<file path="src/adc_irq_regs.vh">
// Register offsets, field positions, reset values and timing counts of the converter irq block
`ifndef ADC_IRQ_REGS_VH
`define ADC_IRQ_REGS_VH

`define NUM_LINES          4
`define ADDR_W             8
`define RES_W              12

// Byte offsets on the register bus
`define OFF_FLAG           8'h00
`define OFF_FLAG_CLR       8'h04
`define OFF_OVF            8'h08
`define OFF_OVF_CLR        8'h0c
`define OFF_SEL_1_2        8'h10
`define OFF_SEL_3_4        8'h14
`define OFF_CTL2           8'h18
`define OFF_RESULT0        8'h20
`define OFF_RESULT1        8'h24
`define OFF_RESULT2        8'h28
`define OFF_RESULT3        8'h2c

// Decoded register indices
`define IDX_NONE           4'h0
`define IDX_FLAG           4'h1
`define IDX_FLAG_CLR       4'h2
`define IDX_OVF            4'h3
`define IDX_OVF_CLR        4'h4
`define IDX_SEL_1_2        4'h5
`define IDX_SEL_3_4        4'h6
`define IDX_CTL2           4'h7
`define IDX_RESULT         4'h8

// Field positions
`define SEL_CONT_LO_BIT    0
`define SEL_CONT_HI_BIT    8
`define CTL2_PRESCALE_LSB  0
`define CTL2_PRESCALE_MSB  3
`define CTL2_RES12_BIT     4
`define CTL2_LATE_BIT      5

// Reset values
`define SEL_RESET          32'h0000_0000
`define CTL2_RESET         32'h0000_0000

// Prescale above this value with 12-bit late mode delays the latch
`define PRESCALE_LIMIT     4'h2

// Cycles from conversion event to result latch
`define LAT_SHORT          3'h1
`define LAT_LONG           3'h4

// Bus responses
`define RESP_OKAY          2'b00
`define RESP_SLVERR        2'b10

`endif

</file>
<file path="src/irq_line.v">
// One conversion interrupt line: flag, overflow flag and pulse output
`timescale 1ns/100ps
`default_nettype none

module irq_line (
	input  wire clock_i,     // System clock
	input  wire rst_n_i,     // Synchronous reset, active low
	input  wire event_i,     // Conversion event pulse
	input  wire flag_clr_i,  // Write-one clear of the flag
	input  wire ovf_clr_i,   // Write-one clear of the overflow
	input  wire cont_i,      // Continuous interrupt enable
	output reg  flag_o,      // Conversion irq flag
	output reg  ovf_o,       // Irq overflow flag
	output reg  irq_o        // Interrupt pulse
);

	wire fire;
	wire lost;

	// Pulse only when flag is clear, unless continuous mode
	assign fire = event_i & (~flag_o | cont_i);
	// Event onto an already set flag is a lost interrupt
	assign lost = event_i & flag_o;

	// Set beats clear so a colliding event never vanishes
	always @(posedge clock_i) begin
		if (!rst_n_i) begin
			flag_o <= 1'b0;
			ovf_o  <= 1'b0;
			irq_o  <= 1'b0;
		end else begin
			irq_o <= fire;
			if (event_i)
				flag_o <= 1'b1;
			else if (flag_clr_i)
				flag_o <= 1'b0;
			if (lost)
				ovf_o <= 1'b1;
			else if (ovf_clr_i)
				ovf_o <= 1'b0;
		end
	end

endmodule // irq_line

`default_nettype wire

</file>
<file path="src/result_delay.v">
// Result latch that trails the conversion event by a set number of cycles
`timescale 1ns/100ps
`default_nettype none
`include "adc_irq_regs.vh"

module result_delay (
	input  wire        clock_i,   // System clock
	input  wire        rst_n_i,   // Synchronous reset, active low
	input  wire        valid_i,   // New conversion sample
	input  wire [1:0]  line_i,    // Line of the sample
	input  wire [11:0] data_i,    // Sample value
	input  wire [2:0]  latency_i, // Cycles until latch, at least one
	output wire [47:0] res_o,     // Latched results, line 0 lowest
	output wire [3:0]  pend_o     // Line has a result not yet latched
);

	reg [11:0] res_q [0:3];
	reg        pend_q;
	reg [1:0]  pline_q;
	reg [11:0] pdata_q;
	reg [2:0]  cnt_q;
	integer    i;

	assign res_o  = {res_q[3], res_q[2], res_q[1], res_q[0]};
	assign pend_o = pend_q ? (4'h1 << pline_q) : 4'h0;

	// One slot; a new sample pushes the waiting one in at once
	always @(posedge clock_i) begin
		if (!rst_n_i) begin
			for (i = 0; i < `NUM_LINES; i = i + 1)
				res_q[i] <= 12'h000;
			pend_q  <= 1'b0;
			pline_q <= 2'h0;
			pdata_q <= 12'h000;
			cnt_q   <= 3'h0;
		end else begin
			if (pend_q && (cnt_q == 3'h1 || valid_i))
				res_q[pline_q] <= pdata_q;
			if (valid_i) begin
				pend_q  <= 1'b1;
				pline_q <= line_i;
				pdata_q <= data_i;
				cnt_q   <= latency_i;
			end else if (pend_q) begin
				cnt_q <= cnt_q - 3'h1;
				if (cnt_q == 3'h1)
					pend_q <= 1'b0;
			end
		end
	end

endmodule // result_delay

`default_nettype wire

</file>
<file path="src/adc_irq_ctrl.v">
// Converter interrupt flags, overflow, continuous mode and result timing with AXI4-Lite access
//
// How it works
// - Event colliding with clear leaves flag set
// - Continuous enable lets pulses pass set flag
// - Without continuous enable, set flag blocks pulses
// - Lost interrupt sets the line's overflow flag
// - Write one to flag-clear clears flag
// - Write one to overflow-clear clears overflow
// - Flag may rise before result is latched
// - DMA may read three cycles after trigger
// - Late 12-bit, prescale above two: latch trails
// - Idle DMA first read may be stale
// - CPU and coprocessor reads get fresh result
//
// Design decisions made here: the register offsets and the AXI4-Lite interface to the registers.
`timescale 1ns/100ps
`default_nettype none
`include "adc_irq_regs.vh"

module adc_irq_ctrl (
	input  wire        clock_i,         // System clock, 10 MHz
	input  wire        rst_n_i,         // Synchronous reset, active low
	input  wire [7:0]  s_axi_awaddr_i,  // Write address
	input  wire        s_axi_awvalid_i, // Write address valid
	output wire        s_axi_awready_o, // Write address ready
	input  wire [31:0] s_axi_wdata_i,   // Write data
	input  wire [3:0]  s_axi_wstrb_i,   // Write byte strobes
	input  wire        s_axi_wvalid_i,  // Write data valid
	output wire        s_axi_wready_o,  // Write data ready
	output reg  [1:0]  s_axi_bresp_o,   // Write response
	output reg         s_axi_bvalid_o,  // Write response valid
	input  wire        s_axi_bready_i,  // Write response ready
	input  wire [7:0]  s_axi_araddr_i,  // Read address
	input  wire        s_axi_arvalid_i, // Read address valid
	output wire        s_axi_arready_o, // Read address ready
	output reg  [31:0] s_axi_rdata_o,   // Read data
	output reg  [1:0]  s_axi_rresp_o,   // Read response
	output reg         s_axi_rvalid_o,  // Read data valid
	input  wire        s_axi_rready_i,  // Read data ready
	input  wire        sample_valid_i,  // Conversion done pulse
	input  wire [1:0]  sample_line_i,   // Interrupt line of the conversion
	input  wire [11:0] sample_data_i,   // Converted value
	output wire [3:0]  conversion_interrupt_o, // Interrupt pulses, one per line
	input  wire        dma_rd_i,        // DMA read strobe
	input  wire [1:0]  dma_line_i,      // DMA result select
	output reg  [11:0] dma_data_o,      // DMA read data
	output reg         dma_valid_o      // DMA data valid pulse
);

	// Map a byte address onto a register index
	function [3:0] reg_index;
		input [7:0] addr;
		begin
			case (addr)
			`OFF_FLAG:     reg_index = `IDX_FLAG;
			`OFF_FLAG_CLR: reg_index = `IDX_FLAG_CLR;
			`OFF_OVF:      reg_index = `IDX_OVF;
			`OFF_OVF_CLR:  reg_index = `IDX_OVF_CLR;
			`OFF_SEL_1_2:  reg_index = `IDX_SEL_1_2;
			`OFF_SEL_3_4:  reg_index = `IDX_SEL_3_4;
			`OFF_CTL2:     reg_index = `IDX_CTL2;
			`OFF_RESULT0,
			`OFF_RESULT1,
			`OFF_RESULT2,
			`OFF_RESULT3:  reg_index = `IDX_RESULT;
			default:       reg_index = `IDX_NONE;
			endcase
		end
	endfunction

	// Byte-lane merge for the writable control words
	function [31:0] lane_merge;
		input [31:0] old;
		input [31:0] new_val;
		input [3:0]  strb;
		integer      b;
		begin
			lane_merge = old;
			for (b = 0; b < 4; b = b + 1)
				if (strb[b])
					lane_merge[b*8 +: 8] = new_val[b*8 +: 8];
		end
	endfunction

	// Control registers
	reg  [31:0] sel_1_2_q;
	reg  [31:0] sel_3_4_q;
	reg  [31:0] ctl2_q;

	// Write channel holding
	reg         aw_held_q;
	reg  [7:0]  aw_addr_q;
	reg         w_held_q;
	reg  [31:0] w_data_q;
	reg  [3:0]  w_strb_q;

	// Read channel holding
	reg         ar_held_q;
	reg  [7:0]  ar_addr_q;

	wire [3:0]  flag;
	wire [3:0]  ovf;
	wire [3:0]  cont;
	wire [3:0]  event_line;
	wire [47:0] results;
	wire [3:0]  pending;
	wire        wr_go;
	wire [3:0]  wr_idx;
	wire [3:0]  rd_idx;
	wire [1:0]  rd_line;
	wire        rd_stall;
	wire        rd_go;
	wire [3:0]  flag_clr;
	wire [3:0]  ovf_clr;
	wire [2:0]  latency;
	wire        slow_latch;

	// Continuous enables per line
	assign cont = {sel_3_4_q[`SEL_CONT_HI_BIT], sel_3_4_q[`SEL_CONT_LO_BIT],
	               sel_1_2_q[`SEL_CONT_HI_BIT], sel_1_2_q[`SEL_CONT_LO_BIT]};

	// Event goes to its line straight away, ahead of the latch
	assign event_line = sample_valid_i ? (4'h1 << sample_line_i) : 4'h0;

	// Late 12-bit conversions with a slow prescale latch well after the flag
	assign slow_latch = ctl2_q[`CTL2_LATE_BIT] & ctl2_q[`CTL2_RES12_BIT] &
	                    (ctl2_q[`CTL2_PRESCALE_MSB:`CTL2_PRESCALE_LSB] > `PRESCALE_LIMIT);
	assign latency    = slow_latch ? `LAT_LONG : `LAT_SHORT;

	// Write side accepts address and data in either order
	assign s_axi_awready_o = ~aw_held_q & ~s_axi_bvalid_o;
	assign s_axi_wready_o  = ~w_held_q & ~s_axi_bvalid_o;
	assign wr_go  = aw_held_q & w_held_q & ~s_axi_bvalid_o;
	assign wr_idx = reg_index(aw_addr_q);

	// Clear strobes only from lane 0; zeros leave flags alone
	assign flag_clr = (wr_go && wr_idx == `IDX_FLAG_CLR && w_strb_q[0]) ?
	                  w_data_q[3:0] : 4'h0;
	assign ovf_clr  = (wr_go && wr_idx == `IDX_OVF_CLR && w_strb_q[0]) ?
	                  w_data_q[3:0] : 4'h0;

	// Read side
	assign s_axi_arready_o = ~ar_held_q & ~s_axi_rvalid_o;
	assign rd_idx  = reg_index(ar_addr_q);
	assign rd_line = ar_addr_q[3:2];
	// Bus reads of a result wait for its latch, so a handler never sees old data
	assign rd_stall = (rd_idx == `IDX_RESULT) && pending[rd_line];
	assign rd_go    = ar_held_q & ~s_axi_rvalid_o & ~rd_stall;

	// Per-line interrupt logic
	genvar g;
	generate
		for (g = 0; g < `NUM_LINES; g = g + 1) begin : g_line
			irq_line u_line (
				.clock_i    (clock_i),
				.rst_n_i    (rst_n_i),
				.event_i    (event_line[g]),
				.flag_clr_i (flag_clr[g]),
				.ovf_clr_i  (ovf_clr[g]),
				.cont_i     (cont[g]),
				.flag_o     (flag[g]),
				.ovf_o      (ovf[g]),
				.irq_o      (conversion_interrupt_o[g])
			);
		end
	endgenerate

	// Result latch trailing the events
	result_delay u_result (
		.clock_i   (clock_i),
		.rst_n_i   (rst_n_i),
		.valid_i   (sample_valid_i),
		.line_i    (sample_line_i),
		.data_i    (sample_data_i),
		.latency_i (latency),
		.res_o     (results),
		.pend_o    (pending)
	);

	// Write address and data capture, then one response
	always @(posedge clock_i) begin
		if (!rst_n_i) begin
			aw_held_q      <= 1'b0;
			aw_addr_q      <= 8'h00;
			w_held_q       <= 1'b0;
			w_data_q       <= 32'h0000_0000;
			w_strb_q       <= 4'h0;
			s_axi_bvalid_o <= 1'b0;
			s_axi_bresp_o  <= `RESP_OKAY;
		end else begin
			if (s_axi_awvalid_i && s_axi_awready_o) begin
				aw_held_q <= 1'b1;
				aw_addr_q <= s_axi_awaddr_i;
			end
			if (s_axi_wvalid_i && s_axi_wready_o) begin
				w_held_q <= 1'b1;
				w_data_q <= s_axi_wdata_i;
				w_strb_q <= s_axi_wstrb_i;
			end
			if (wr_go) begin
				aw_held_q      <= 1'b0;
				w_held_q       <= 1'b0;
				s_axi_bvalid_o <= 1'b1;
				s_axi_bresp_o  <= (wr_idx == `IDX_NONE) ? `RESP_SLVERR : `RESP_OKAY;
			end else if (s_axi_bvalid_o && s_axi_bready_i) begin
				s_axi_bvalid_o <= 1'b0;
			end
		end
	end

	// Control words; writes to read-only words are ignored
	always @(posedge clock_i) begin
		if (!rst_n_i) begin
			sel_1_2_q <= `SEL_RESET;
			sel_3_4_q <= `SEL_RESET;
			ctl2_q    <= `CTL2_RESET;
		end else if (wr_go) begin
			case (wr_idx)
			`IDX_SEL_1_2: sel_1_2_q <= lane_merge(sel_1_2_q, w_data_q, w_strb_q);
			`IDX_SEL_3_4: sel_3_4_q <= lane_merge(sel_3_4_q, w_data_q, w_strb_q);
			`IDX_CTL2:    ctl2_q    <= lane_merge(ctl2_q, w_data_q, w_strb_q);
			default:      ctl2_q    <= ctl2_q;
			endcase
		end
	end

	// Read address capture and data return
	always @(posedge clock_i) begin
		if (!rst_n_i) begin
			ar_held_q      <= 1'b0;
			ar_addr_q      <= 8'h00;
			s_axi_rvalid_o <= 1'b0;
			s_axi_rdata_o  <= 32'h0000_0000;
			s_axi_rresp_o  <= `RESP_OKAY;
		end else begin
			if (s_axi_arvalid_i && s_axi_arready_o) begin
				ar_held_q <= 1'b1;
				ar_addr_q <= s_axi_araddr_i;
			end
			if (rd_go) begin
				ar_held_q      <= 1'b0;
				s_axi_rvalid_o <= 1'b1;
				s_axi_rresp_o  <= `RESP_OKAY;
				case (rd_idx)
				`IDX_FLAG:    s_axi_rdata_o <= {28'h0000000, flag};
				`IDX_OVF:     s_axi_rdata_o <= {28'h0000000, ovf};
				`IDX_SEL_1_2: s_axi_rdata_o <= sel_1_2_q;
				`IDX_SEL_3_4: s_axi_rdata_o <= sel_3_4_q;
				`IDX_CTL2:    s_axi_rdata_o <= ctl2_q;
				`IDX_RESULT:  s_axi_rdata_o <= {20'h00000, results[rd_line*12 +: 12]};
				`IDX_FLAG_CLR,
				`IDX_OVF_CLR: s_axi_rdata_o <= 32'h0000_0000;
				default: begin
					s_axi_rdata_o <= 32'h0000_0000;
					s_axi_rresp_o <= `RESP_SLVERR;
				end
				endcase
			end else if (s_axi_rvalid_o && s_axi_rready_i) begin
				s_axi_rvalid_o <= 1'b0;
			end
		end
	end

	// DMA path reads the latch as it stands; no wait, so an early read can be stale
	always @(posedge clock_i) begin
		if (!rst_n_i) begin
			dma_data_o  <= 12'h000;
			dma_valid_o <= 1'b0;
		end else begin
			dma_valid_o <= dma_rd_i;
			if (dma_rd_i)
				dma_data_o <= results[dma_line_i*12 +: 12];
		end
	end

endmodule // adc_irq_ctrl

`default_nettype wire

</file>
<file path="config.mk">
export PLATFORM = sky130hd
export DESIGN_NAME = adc_irq_ctrl
export DESIGN_NICKNAME = d
export VERILOG_FILES = /design/src/irq_line.v /design/src/result_delay.v /design/src/adc_irq_ctrl.v
export VERILOG_INCLUDE_DIRS = /design/src
export SDC_FILE = /design/constraint.sdc
export NUM_CORES = 1
export LEC_CHECK = 0
export ABC_AREA = 1
export BUFFER_PORTS_ARGS = -buffer_cell sky130_fd_sc_hd__clkbuf_2
export CAP_MARGIN = 40
export CORE_MARGIN = 2
export CORE_UTILIZATION = 60
export DETAILED_ROUTE_END_ITERATION = 12
export GPL_TIMING_DRIVEN = 0
export PLACE_DENSITY = 0.8
export SYNTH_ARGS = -nofsm -noshare
export SYNTH_HDL_FRONTEND = slang
export SYNTH_SLANG_ARGS = --single-unit
</file>
<file path="constraint.sdc">
create_clock -name clock_i -period 3.26 [get_ports clock_i]
set_input_delay 0.326 -clock clock_i [delete_from_list [all_inputs] [get_ports clock_i]]
set_output_delay 0.326 -clock clock_i [all_outputs]
set_load 0.01 [all_outputs]
</file>
# ---- Yosys cells after proc, flatten, opt, wreduce, memory -nomap -nowiden
# Memories as Yosys holds them, arrays and structs flattened.
# Index checks and enable logic that the tools add are counted.
dict set report word_totals {
  regBits 232
  mem_bits_rw 48
  inputBits 77
  output_inout_bits 58
  word_cells 206
  memories 1
}
# name words word_bits read_ports rd_clocked_by_memory_dff wr line
set mem_list {}
lappend mem_list {u_result.res_q 4 12 4 0 4 result_delay.v:17} ;# reg [11:0] res_q [0:3];
dict set report op_classes {
  add_sub_neg 1
  multipliers 2
  order_cmp 2
  n_eq_ne 34
  n_shift 4
  mux 44
  bitwise_logic 32
  reduce_logical 44
}
# operator count
set ops {}
lappend ops {{32-bit one-hot mux with 6 select lines} 1}
lappend ops {{48-bit by 7-bit variable part select with 12-bit output} 2}
lappend ops {{8-bit by 6-bit == test with 1-bit output (second input constant)} 8}
lappend ops {{4-bit one-hot mux with 8 select lines} 2}
lappend ops {{8-bit by 5-bit == test with 1-bit output (second input constant)} 6}
lappend ops {{3-bit AND reduction} 12}
lappend ops {{4-bit by 3-bit == test with 1-bit output (second input constant)} 8}
lappend ops {{8-bit by 4-bit == test with 1-bit output (second input constant)} 4}
lappend ops {{1-bit two-way mux} 29}
lappend ops {{2-bit nonzero test} 11}
lappend ops {{1-bit bitwise AND} 17}
lappend ops {{8-bit by 3-bit == test with 1-bit output (second input constant)} 2}
lappend ops {{8-bit logical NOT} 2}
lappend ops {{4-bit two-way mux} 4}
lappend ops {{4-bit by 2-bit == test with 1-bit output (second input constant)} 3}
lappend ops {{12-bit two-way mux} 1}
lappend ops {{12-bit OR reduction} 1}
lappend ops {{1-bit logical AND} 11}
lappend ops {{1-bit inverter} 11}
lappend ops {{3-bit two-way mux} 3}
lappend ops {{2-bit by 2-bit multiplier with 4-bit output (second input constant)} 2}
lappend ops {{4-bit OR reduction} 2}
lappend ops {{8-bit OR reduction} 1}
lappend ops {{1-bit by 2-bit << shifter with 4-bit output (first input constant)} 2}
lappend ops {{other kinds (12)} 18}

# ---- Logic depth before layout (Yosys ltp)
# Gate-level depths: netlist of run 1.
dict set report logic_depth {
  word_depth 9
  mapped_depth 11
  depth_no_buf 9
}

# ---- Hierarchy
# Synthesis of run 1 repeated with hierarchy kept, for this count alone.
dict set report unflattened {
  hier_cells 1628
  area_unflattened_um2 12044.1
}
# module n_inst cells_per_inst area_each_um2 seq_area_each_um2
set by_module_without_submodules {}
lappend by_module_without_submodules {adc_irq_ctrl 1 1353 8943.6 4003.8}
lappend by_module_without_submodules {result_delay 1 223 2665.1 1801.7}
lappend by_module_without_submodules {irq_line 4 13 108.9 60.1}

# ---- Worst setup path after synthesis of run 1
# OpenSTA, ideal clock, no wires.
dict set report synth_path {
  path_kind {input to register}
  startpoint {input sample_valid_i}
  endpoint {memory u_result.res_q[3][0], enable pin}
  setup_ns 0.400
  arrival_time_ns 1.720
  t_required_ns 2.860
  slack_ns 1.139
  cell_stages 5
  path_buffers 1
  path_cell_list {buf_2 -> inv_1 -> a21boi_1 -> inv_1 -> o31ai_1}
}
# item line
set synth_lines {}
lappend synth_lines {{start, declared} adc_irq_ctrl.v:41} ;# input wire sample_valid_i,
lappend synth_lines {{end, declared} result_delay.v:17}

==> results of run 1 <==
==> how the worst min path moves through the flow <==
stage | startpoint | end | slack [ns] | cells after the start
floorplan | ctl2_q[2] | ctl2_q[2] | 0.44 | 2
CTS | sample_data_i[7] | u_result.pdata_q[7] | 0.003 | 3
global route | sample_data_i[8] | u_result.pdata_q[8] | 0.01 | 3
global placement | s_axi_rdata_o[7] | s_axi_rdata_o[7] | 0.44 | 2
finish | sample_data_i[7] | u_result.pdata_q[7] | 0.009 | 3
detailed placement | s_axi_rdata_o[6] | s_axi_rdata_o[6] | 0.44 | 2
==> cell families (layout without fill, tap and decap cells) <==
group | Yosys count | count (layout) | share of synthesized area
compound gates | 278 | 278 | 0.1211
flops | 278 | 278 | 0.5111
fa+ha+maj | 2 | 2 | 0.002115
simple gates | 826 | 826 | 0.2891
xor+xnor | 1 | 1 | 0.0007406
mux | 12 | 12 | 0.01015
buf+inv | 182 | 366 | 0.06537
other cells | 1 | 2 | 0.0003170
==> area by class of cell <==
cell class / count / area [sq um] / area share
Buffer: 89 / 424.2 / 0.03064
Clock buffer: 36 / 845.8 / 0.06109
Clock inverter: 16 / 157.7 / 0.01139
Inverter: 93 / 349.1 / 0.02521
Multi-Input combinational cell: 1121 / 5019 / 0.3625
Sequential cell: 278 / 6046 / 0.4367
Tap cell: 265 / 331.6 / 0.02395
Timing Repair Buffer: 132 / 671.9 / 0.04853
==> flip-flops by register name, indices dropped and copies added (netlist names), 2 cells and up <==
register	flops
sel_1_2_q	32
g_line.u_line.flag_o	4
w_strb_q	4
dma_data_o	12
g_line.u_line.irq_o	4
u_result.cnt_q	3
g_line.u_line.ovf_o	4
s_axi_rdata_o	32
ar_addr_q	8
w_data_q	32
ctl2_q	32
u_result.pline_q	2
sel_3_4_q	32
aw_addr_q	8
u_result.pdata_q	12
u_result.res_q	48
==> routing by layer <==
layer  wire length [microns]  track usage
met4                    1067       0.1042
met3                    4202      0.08675
met5                       0            0
met2                   14830       0.5101
met1                   13900       0.4405
==> through the flow <==
| step | power [W] | setup WS (ns) |
|---|---|---|
| after detailed placement | 0.004665 | 0.6732 |
| after CTS | 0.008037 | 0.9607 |
| after global placement | 0.004637 | 0.3444 |
| after global routing | 0.008302 | 0.7569 |
| final | 0.008055 | 0.9206 |
| after floorplan | 0.004339 | 1.139 |
==> layout by cell type, fill, tap and decap left out, types with 3 or more instances in the layout <==
cell type | netlist | layout
a21oi_1 | 157 | 157
buf_2 | 21 | 21
buf_4 | 17 | 19
bufinv_16 | 0 | 3
clkbuf_1 | 49 | 50
clkbuf_16 | 0 | 32
clkbuf_2 | 0 | 129
clkbuf_8 | 0 | 3
clkinv_2 | 0 | 12
dfxtp_1 | 230 | 230
edfxtp_1 | 48 | 48
inv_1 | 79 | 79
inv_2 | 14 | 14
mux2i_1 | 12 | 12
nand2_1 | 443 | 443
nand2_2 | 8 | 8
nand3_1 | 129 | 129
nand4_1 | 16 | 16
nor2_1 | 207 | 207
nor2_2 | 11 | 11
nor2_4 | 6 | 6
nor3_1 | 3 | 3
o21ai_0 | 100 | 98
o22ai_1 | 12 | 12
==> worst max-delay path: cells and delay by family (launching register included) <==
| kind | cells | cell delay, ns |
|---|---|---|
| adders and majority gates | 1 | 0.16 |
| AOI/OAI and AO/OA | 1 | 0.16 |
| and+or+nand+nor | 4 | 0.92 |
| buffers and inverters | 2 | 0.37 |
| DFF | 1 | 0.36 |
==> where the power goes <==
group | switching, W | internal (W) | total [W]
Clock | 0.00137 | 0.00207 | 0.00343
Combinational | 0.000608 | 0.000260 | 0.000867
Sequential | 0.000120 | 0.00363 | 0.00375
==> results by group, run 1 <==
Drt
  – Detail Route Antenna Nets: 0
  – WL/cell: ~17 microns
  – Total routed wirelength: 34000 microns
  – Routed via count: 11268
  – Vias/cell: about 5.6
  – Drt first pass iters: 6
  – DRC errors left: 0
  – DR iter-0 viols: between 1000 and 1500

Cells and area
  – # nets final: 1822
  – Final Util: 0.7137
  – Fin cells: 2030
  – Design Area, Final: 13840 sq um
  – Fill cells: 1627
  – Share of layout cells above drive strength 1: 0.1501
  – Synth-to-Final Area Change: 17.04%
  – Diodes inserted: 0

Worst setup path
  – Critical path peak fanout: 12
  – CP Cell Sequence: ha_1 > nand2_1 > a21boi_1 > inv_1 > nor2_1 > nand3_1 > buf_2 > nand2_1
  – Critical Path Sink: u_result.res_q[2][5]
  – CP Capture Type: flip-flop
  – Critical path type: reg2reg
  – R2R Path Start: u_result.cnt_q[0]
  – Flop2flop setup slack: 0.92 ns
  – Register-to-Register Path Depth: 8
  – Crit path DAT: 2.52 ns
  – Crit-path max cell delay: 0.48 ns
  – Worst R2R End: u_result.res_q[2][5]
  – CP required: 3.44 ns
  – Critical Path Start: u_result.cnt_q[0]
  – Slowest-stage cell, CP: nand2_1
  – CP Launch Type: flip-flop
  – CP most frequent cell: nand2_1

Clocking
  – CTS Hold Buffers Added: 0
  – H-tree depth: 1
  – CTS tree: yes
  – Clk_lat worst skew: 0.54 ns
  – Setup bufs post-CTS: 0
  – Clk Tree Root Cell: clkbuf_16
  – Clock sink count: around 280
  – Bufs on Longest Clock Path: 3
  – Reg clk slew, reported paths: 0.06 ns
  – CTS buffer count: 28
  – Post-CTS sizing: 0

Yosys
  – Netlist cell types: 32
  – Number of synthesized flops with an enable pin: between 40 and 50
  – Top-count cell post-synth: nand2_1
  – Seq/Total Area, Yosys: 0.5111
  – Top cell type's share of synthesized area: 0.3893
  – Synth async-reset ratio: 0
  – Cell taking the most area after synthesis: dfxtp_1
  – Synth Instances: 1580
  – Synth cell count leaders: 443 x nand2_1, 230 x dfxtp_1, 207 x nor2_1
  – Post-Syn Area: between 10000 and 15000 sq um
  – Predominant post-synthesis flop cell: dfxtp_1
  – Syn Area/Cell: 7.487 sq um
  – Yosys reg bits: roughly 280
  – Synth warnings: 0
  – Area contributors post-synth: dfxtp_1 39%, nand2_1 14%, edfxtp_1 12%

GRT
  – Global-route wire length before repair: approximately 53000 microns
  – Total GRT Usage: 0.3253
  – Pin count of the biggest net entering global routing: 15
  – Initial antenna violation count: 1
  – GRT overflow: 0
  – Vias in the first global route: 10180

Die
  – Row count: 51
  – Die area: 20850 sq um
  – Die height: ~140 microns
  – IO Pins: 135
  – Core area: 19400 sq um
  – Starting Density: 0.6098
  – Die W: 144.4 microns

Placed design
  – RePlAce Congestion: 0.9656
  – # port buffers: 129
  – Placed cell area: 12840 sq um
  – Placed Instances: 1978
  – DP HPWL: 24450 microns

Status
  – Run status: finished clean

STA
  – WHS: 0.008524 ns
  – Slew HR: 0.3646
  – Slew Limit Fails: 0
  – Worst-Margin Slew: 0.9468 ns
  – # setup viols final: 0
  – RSZ-0062 raised after global routing: no
  – Final Cycle Share: 0.7176
  – F_max: between 400 and 500 MHz
  – Fin crit period: 2.339 ns
  – Final-report hold violation count: 0
  – Setup_tns: 0 ns
  – Clock skew: 0.007510 ns

Worst hold path
  – Worst min-delay path category: in2reg

Power and ir drop
  – Worst vdd rail ir drop: 0.4260 mV
  – LEAKAGE: 5.879 nW
  – Power Dens Cells: 581.8 nW/um^2

Job
  – Max Cap Violations: 0
(Power assumes the default switching activity.)
==> inputs of run 2 (changes only) <==
--- a/config.mk
+++ b/config.mk
@@ -6,14 +6,14 @@
 export SDC_FILE = /design/constraint.sdc
 export NUM_CORES = 1
 export LEC_CHECK = 0
-export ABC_AREA = 1
+export ABC_AREA = 0
 export BUFFER_PORTS_ARGS = -buffer_cell sky130_fd_sc_hd__clkbuf_2
 export CAP_MARGIN = 40
 export CORE_MARGIN = 2
-export CORE_UTILIZATION = 60
+export CORE_UTILIZATION = 58
 export DETAILED_ROUTE_END_ITERATION = 12
 export GPL_TIMING_DRIVEN = 0
-export PLACE_DENSITY = 0.8
+export PLACE_DENSITY = 0.77
 export SYNTH_ARGS = -nofsm -noshare
 export SYNTH_HDL_FRONTEND = slang
 export SYNTH_SLANG_ARGS = --single-unit
==> constraint.sdc (replaced) <==
create_clock -name clock_i -period 2.3 [get_ports clock_i]
set_input_delay 0.23 -clock clock_i [delete_from_list [all_inputs] [get_ports clock_i]]
set_output_delay 0.23 -clock clock_i [all_outputs]
set_load 0.01 [all_outputs]
==> results by group, run 2 <==
Yosys
  – Post-Syn Area: roughly 12000 sq um
  – Synth cell count leaders: 230 x dfxtp_1, 177 x nand2_1, 138 x mux2i_1
  – Cell taking the most area after synthesis: dfxtp_1
  – Synth async-reset ratio: 0
  – Number of synthesized flops with an enable pin: 48
  – Yosys reg bits: between 200 and 300
  – Seq/Total Area, Yosys: 0.5201
  – Area contributors post-synth: dfxtp_1 40%, edfxtp_1 12%, mux2i_1 12%
  – Synth warnings: 0
  – Syn Area/Cell: approximately 10 sq um
  – Top cell type's share of synthesized area: 0.3961
  – Predominant post-synthesis flop cell: dfxtp_1
  – Top-count cell post-synth: dfxtp_1
  – Synth Instances: 1131
  – Netlist cell types: 54

Worst setup path
  – CP Capture Type: flip-flop
  – Crit-path max cell delay: around 0.6 ns
  – CP required: 2.78 ns
  – Worst R2R End: s_axi_rdata_o[31]
  – Crit path DAT: 2.72 ns
  – CP Launch Type: flip-flop
  – Critical path type: reg2reg
  – Stages on the worst setup path: 6
  – R2R Path Start: ar_held_q
  – Slowest-stage cell, CP: a211oi_1
  – Register-to-Register Path Depth: 6
  – CP Cell Sequence: nor2b_1 > clkbuf_1 > nand3_1 > a211oi_1 > clkbuf_2 > a22o_1
  – Flop2flop setup slack: about 0.063 ns
  – Critical path peak fanout: 10
  – Worst path bufs/invs: 2
  – Critical Path Start: ar_held_q
  – CP top delay family: compound AO/OA/AOI/OAI gates

Job
  – Max Cap Violations: 0

STA
  – F_max: around 450 MHz
  – Final WS setup: around 0.063 ns
  – Fin crit period: 2.237 ns
  – Clock skew: ~0.0074 ns
  – Slew HR: 0.4003
  – Slew Limit Fails: 0
  – WHS: 0.01592 ns
  – Final Cycle Share: 0.9724
  – Final-report hold violation count: 0
  – # setup viols final: 0
  – Worst-Margin Slew: 0.8996 ns

Cells and area
  – Commonest non-fill, non-tap cell in the layout: dfxtp_1
  – Fin cells: 1664
  – Max reg flops: 48
  – Commonest cells after routing, fill and taps aside: 229 x dfxtp_1, 177 x nand2_1, 138 x mux2i_1
  – Top reg by flops: u_result.res_q
  – Reg area: around 6000 sq um
  – Design Area, Final: 14520 sq um
  – Diodes inserted: 0
  – Multi-input gate area: approximately 5200 sq um
  – Share of layout cells above drive strength 1: 0.1909
  – Synth-to-Final Area Change: 24.87%
  – Fill cells: 1330
  – # nets final: 1457

Placed design
  – Placed cell area: 12690 sq um
  – Dpl ws: -0.6616 ns
  – Placed Instances: 1535
  – DP HPWL: 21200 microns
  – RePlAce Congestion: 0.8802
  – # port buffers: approximately 130

Worst hold path
  – Hold path depth: 3
  – Worst min-delay path category: in2reg
  – Worst Hold End: s_axi_rvalid_o
  – Hold wc startpoint: s_axi_rready_i

Power and ir drop
  – Share of total power in the clock network: 0.406
  – Internal: 0.008162 W
  – Power Dens Cells: 745.6 nW/um^2
  – Worst vdd rail ir drop: 0.6187 mV
  – Combinational power share: 0.106
  – LEAKAGE: about 5.5 nW
  – Net Switching: about 0.0027 W
  – Seq pwr share: 0.488
  – Net Sw Frac: 0.2459

Drt
  – Vias/cell: 5.715
  – WL/cell: ~19 microns
  – Routed via count: 9510
  – Drt first pass iters: 5
  – DR iter-0 viols: roughly 780
  – DRC errors left: 0
  – Detail Route Antenna Nets: 0
  – Total routed wirelength: 31890 microns

Clocking
  – Reg clk slew, reported paths: 0.06 ns
  – Bufs on Longest Clock Path: 3
  – CTS tree: yes
  – H-tree depth: 1
  – CTS buffer count: 28
  – Clk Tree Root Cell: clkbuf_16
  – Clk_lat worst skew: 0.54 ns
  – Clock sink count: 278

GRT
  – Total GRT Usage: 0.2922
  – Initial antenna violation count: 1
  – Global-route wire length before repair: 49650 microns
  – GRT overflow: 0
  – Vias in the first global route: 9284
  – Pin count of the biggest net entering global routing: 14

Die
  – Die area: 21190 sq um
  – IO Pins: 135
  – Starting Density: 0.5934
  – Die W: 145.6 microns
  – Core area: 19590 sq um
  – Row count: 51
  – Die height: 145.6 microns

Status
  – Run status: finished clean
[run 2: final cells by class]
class                      instances  share of cell area
clock buffer                      47             0.06016
clock inverter                     4            0.001379
multi-input combinational        764              0.3611
timing repair buffer             219              0.1110
tap                              265             0.02284
inverter                           8            0.002069
sequential                       278              0.4166
buffer                            79             0.02482
[run 2: power groups by stage]
stage	Sequential (W)	Clock [W]	Combinational (W)
5_1_grt	0.00530	0.00462	0.00123
6_report	0.00528	0.00439	0.00115
3_5_place_dp	0.00536	0	0.00104
4_1_cts	0.00527	0.00440	0.00113
2_1_floorplan	0.00533	0	0.000673
3_3_place_gp	0.00535	0	0.00101
[run 2: layer usage]
layer | part of all wire | vias up | GRT usage
met5 | 0 | - | 0
met4 | 0.026 | 0 | 0.08186
met3 | 0.072 | 60 | 0.04608
met2 | 0.47 | 402 | 0.4865
met1 | 0.43 | 4590 | 0.3993
li1 | - | 4458 | -
[run 2: kinds of logic (layout without fill, tap and decap cells)]
logic type	count (synthesis)	after routing	share of synthesized area
AOI/OAI and AO/OA	184	184	0.1033
buffers and inverters	90	357	0.03347
muxes	165	165	0.1682
DFF	278	278	0.5201
and+or+nand+nor	407	407	0.1694
xor gates and xnor gates	4	4	0.003014
adders and majority gates	2	2	0.002152
other	1	2	0.0003226
[run 2: through the flow]
step / setup TNS, ns / utilization / power, W
floorplan: 0 / - / 0.006003
global route: -0.2980 / 0.7410 / 0.01115
finish: 0 / 0.7410 / 0.01082
global placement: -50.92 / 0.6440 / 0.006366
detailed placement: -14.07 / 0.6477 / 0.006405
CTS: -0.0003679 / 0.7340 / 0.01080
[run 2: worst max path at each step]
stage | endpoint
finish | s_axi_rdata_o[31]
global route | s_axi_rdata_o[31]
CTS | s_axi_rdata_o[31]
detailed placement | s_axi_rdata_o[11]
global placement | u_result.res_q[0][8]
floorplan | u_result.res_q[0][0]
[run 2: worst min-delay path, delay by kind of cell]
kind / cells / cell delay, ns
buffers and inverters: 1 / 0.07
AO/OA/AOI/OAI: 1 / 0.16
AND/OR/NAND/NOR: 1 / 0.04
[run 2: timing repair]
item	in CTS	in global routing
setup buffers	7	7
resized for setup	12	15
gates cloned	0	0
pin swaps	7	6
hold buffers	67	0
setup endpoints to repair	75	121
endpoints found under the hold margin	68	0
==> inputs of run 3 (changes only) <==
--- a/config.mk
+++ b/config.mk
@@ -13,7 +13,7 @@
 export CORE_UTILIZATION = 58
 export DETAILED_ROUTE_END_ITERATION = 12
 export GPL_TIMING_DRIVEN = 0
-export PLACE_DENSITY = 0.77
+export PLACE_DENSITY = 0.9
 export SYNTH_ARGS = -nofsm -noshare
 export SYNTH_HDL_FRONTEND = slang
 export SYNTH_SLANG_ARGS = --single-unit
==> results by group, run 3 (synthesis gave the netlist of run 2 again) <==
GRT
  – Global-route wire length before repair: approximately 59000 microns
  – Initial antenna violation count: 0
  – Vias in the first global route: ~11000
  – Total GRT Usage: 0.3542
  – Pin count of the biggest net entering global routing: 15
  – GRT overflow: 0

Clocking
  – Bufs on Longest Clock Path: 3
  – Clock sink count: approximately 280
  – Clk Tree Root Cell: clkbuf_16
  – Reg clk slew, reported paths: 0.07 ns
  – CTS buffer count: 28
  – H-tree depth: 1
  – Clk_lat worst skew: roughly 0.57 ns
  – CTS tree: yes

STA
  – Slew Limit Fails: 0
  – Worst-Margin Slew: 0.9579 ns
  – # setup viols final: 31
  – Clock skew: 0.02524 ns
  – Final-report hold violation count: 0
  – Fin crit period: between 2 and 3 ns
  – Slew HR: 0.3614
  – Final WS setup: -0.3551 ns
  – Final Cycle Share: 1.154
  – F_max: 376.6 MHz

Job
  – Max Cap Violations: 0

Power and ir drop
  – Worst vdd rail ir drop: a little under 0.5 mV
  – Power Dens Cells: between 700 and 800 nW/um^2
  – LEAKAGE: 5.501 nW
  – Seq pwr share: 0.470
  – Net Switching: 0.002973 W
  – Net Sw Frac: 0.2635
  – Internal: 0.008309 W
  – Combinational power share: 0.110
  – Share of total power in the clock network: 0.419
  – PnR Total Power: 0.01128 W

Worst setup path
  – CP Launch Type: flip-flop
  – Crit-path max cell delay: 0.63 ns
  – CP Capture Type: flip-flop
  – R2R Path Start: ar_addr_q[3]
  – Crit path DAT: 3.13 ns
  – CP required: around 2.8 ns
  – Worst R2R End: s_axi_rdata_o[16]
  – Critical path peak fanout: 10
  – CP top delay family: compound AO/OA/AOI/OAI gates
  – Slowest-stage cell, CP: dfxtp_1
  – Worst path bufs/invs: 2
  – Register-to-Register Path Depth: 5
  – CP Cell Sequence: buf_2 > clkbuf_2 > mux2i_1 > o21ai_0 > a22o_1
  – Critical path type: reg2reg
  – Flop2flop setup slack: -0.36 ns

Worst hold path
  – Hold wc startpoint: sample_data_i[11]
  – Hold path depth: 3
  – Worst Hold End: u_result.pdata_q[11]
  – Worst min-delay path category: in2reg

Die
  – Die height: 145.6 microns
  – Die W: about 150 microns
  – Starting Density: 0.5934
  – Row count: 51
  – IO Pins: 135
  – Core area: 19590 sq um
  – Die area: around 21000 sq um

Drt
  – DR iter-0 viols: 1955
  – Met1 wire length: 13580 microns
  – Vias/cell: 6.547
  – Total routed wirelength: 40960 microns
  – Top sig layer: met5
  – DRC errors left: 0
  – Drt first pass iters: 11
  – Met3 wire length: 5585 microns
  – WL/cell: 24.67 microns
  – WL met2: 17860 microns
  – Routed via count: 10868
  – Detail Route Antenna Nets: 0

Placed design
  – DP HPWL: 21890 microns
  – RePlAce Congestion: 0.8965
  – Placed Instances: ~1500
  – # port buffers: 131

Cells and area
  – Commonest non-fill, non-tap cell in the layout: dfxtp_1
  – Top reg by flops: u_result.res_q
  – Diodes inserted: 0
  – Final Util: 0.7426
  – Max reg flops: 48
  – Synth-to-Final Area Change: 25.14%
  – Share of layout cells above drive strength 1: 0.2007
  – Commonest cells after routing, fill and taps aside: 229 x dfxtp_1, 177 x nand2_1, 143 x clkbuf_2
  – # nets final: ~1500
  – Fin cells: 1660

Status
  – Failing checks: setup timing
  – Run status: complete, but fails checks
==> run 3: cell count changes in the layout (fill, tap and decap cells not counted), sizes merged <==
cell,previous run,this run
clkbuf,237,232
buf,41,39
clkinv,4,6
dlygate4sd3,67,65
bufinv,0,1
clkinvlp,0,1
inv,8,9
==> run 3: cell type report <==
cell class / instances / area [sq um]
clock inverter: 9 / 77.57
sequential: 278 / 6047
clock buffer: 41 / 863.3
timing repair buffer: 218 / 1574
tap: 265 / 331.6
fill: 1116 / 5042
inverter: 8 / 30.03
buffer: 77 / 359.1
multi-input combinational: 764 / 5265
==> run 3: power groups by stage <==
stage	Clock [W]	Combinational [W]	Sequential (W)
3_3_place_gp	0	0.00100	0.00535
2_1_floorplan	0	0.000673	0.00533
4_1_cts	0.00460	0.00115	0.00527
3_5_place_dp	0	0.00105	0.00536
5_1_grt	0.00484	0.00129	0.00531
6_report	0.00473	0.00124	0.00531
==> run 3: routing by layer <==
| metal | up-vias | GRT usage |
|---|---|---|
| li1 | 4437 | - |
| met2 | 1095 | 0.5718 |
| met1 | 4963 | 0.4036 |
| met5 | - | 0 |
| met3 | 371 | 0.1254 |
| met4 | 2 | 0.2201 |
==> run 3: worst max path at each step <==
stage,start,end,slack (ns),cells after the start
2_1_floorplan,u_result.cnt_q[0],u_result.res_q[0][0],0.06,4
3_3_place_gp,u_result.cnt_q[0],u_result.res_q[0][9],-0.73,4
3_5_place_dp,ar_addr_q[2],s_axi_rdata_o[8],-0.59,7
4_1_cts,u_result.cnt_q[0],u_result.res_q[2][5],-0.08,5
5_1_grt,ar_addr_q[3],s_axi_rdata_o[16],-0.37,5
6_report,ar_addr_q[3],s_axi_rdata_o[16],-0.36,5
==> run 3: stage by stage <==
stage,area (sq um),setup WS (ns),setup TNS [ns],hold WS (ns)
after floorplan,11630,0.06101,0,0.3085
after global placement,12620,-0.7258,-38.80,0.4382
after detailed placement,12690,-0.5859,-12.35,0.4437
after CTS,14380,-0.07880,-1.025,0.001989
after global routing,14550,-0.3668,-2.502,0.02648
final,14550,-0.3551,-1.828,0.004996
==> run 3: timing repair <==
| item | in CTS | in global routing |
|---|---|---|
| hold buffers | 64 | 1 |
| pin swaps | 7 | 7 |
| endpoints found under the hold margin | 65 | 1 |
| resized for setup | 8 | 28 |
| setup buffers | 6 | 9 |
| endpoints found under the setup margin | 102 | 157 |
==> run 3: tightest hold or removal path, cell delays in order <==
cell and delay, ns:
clkbuf_2 0.10, mux2i_1 0.10, nor2_1 0.10
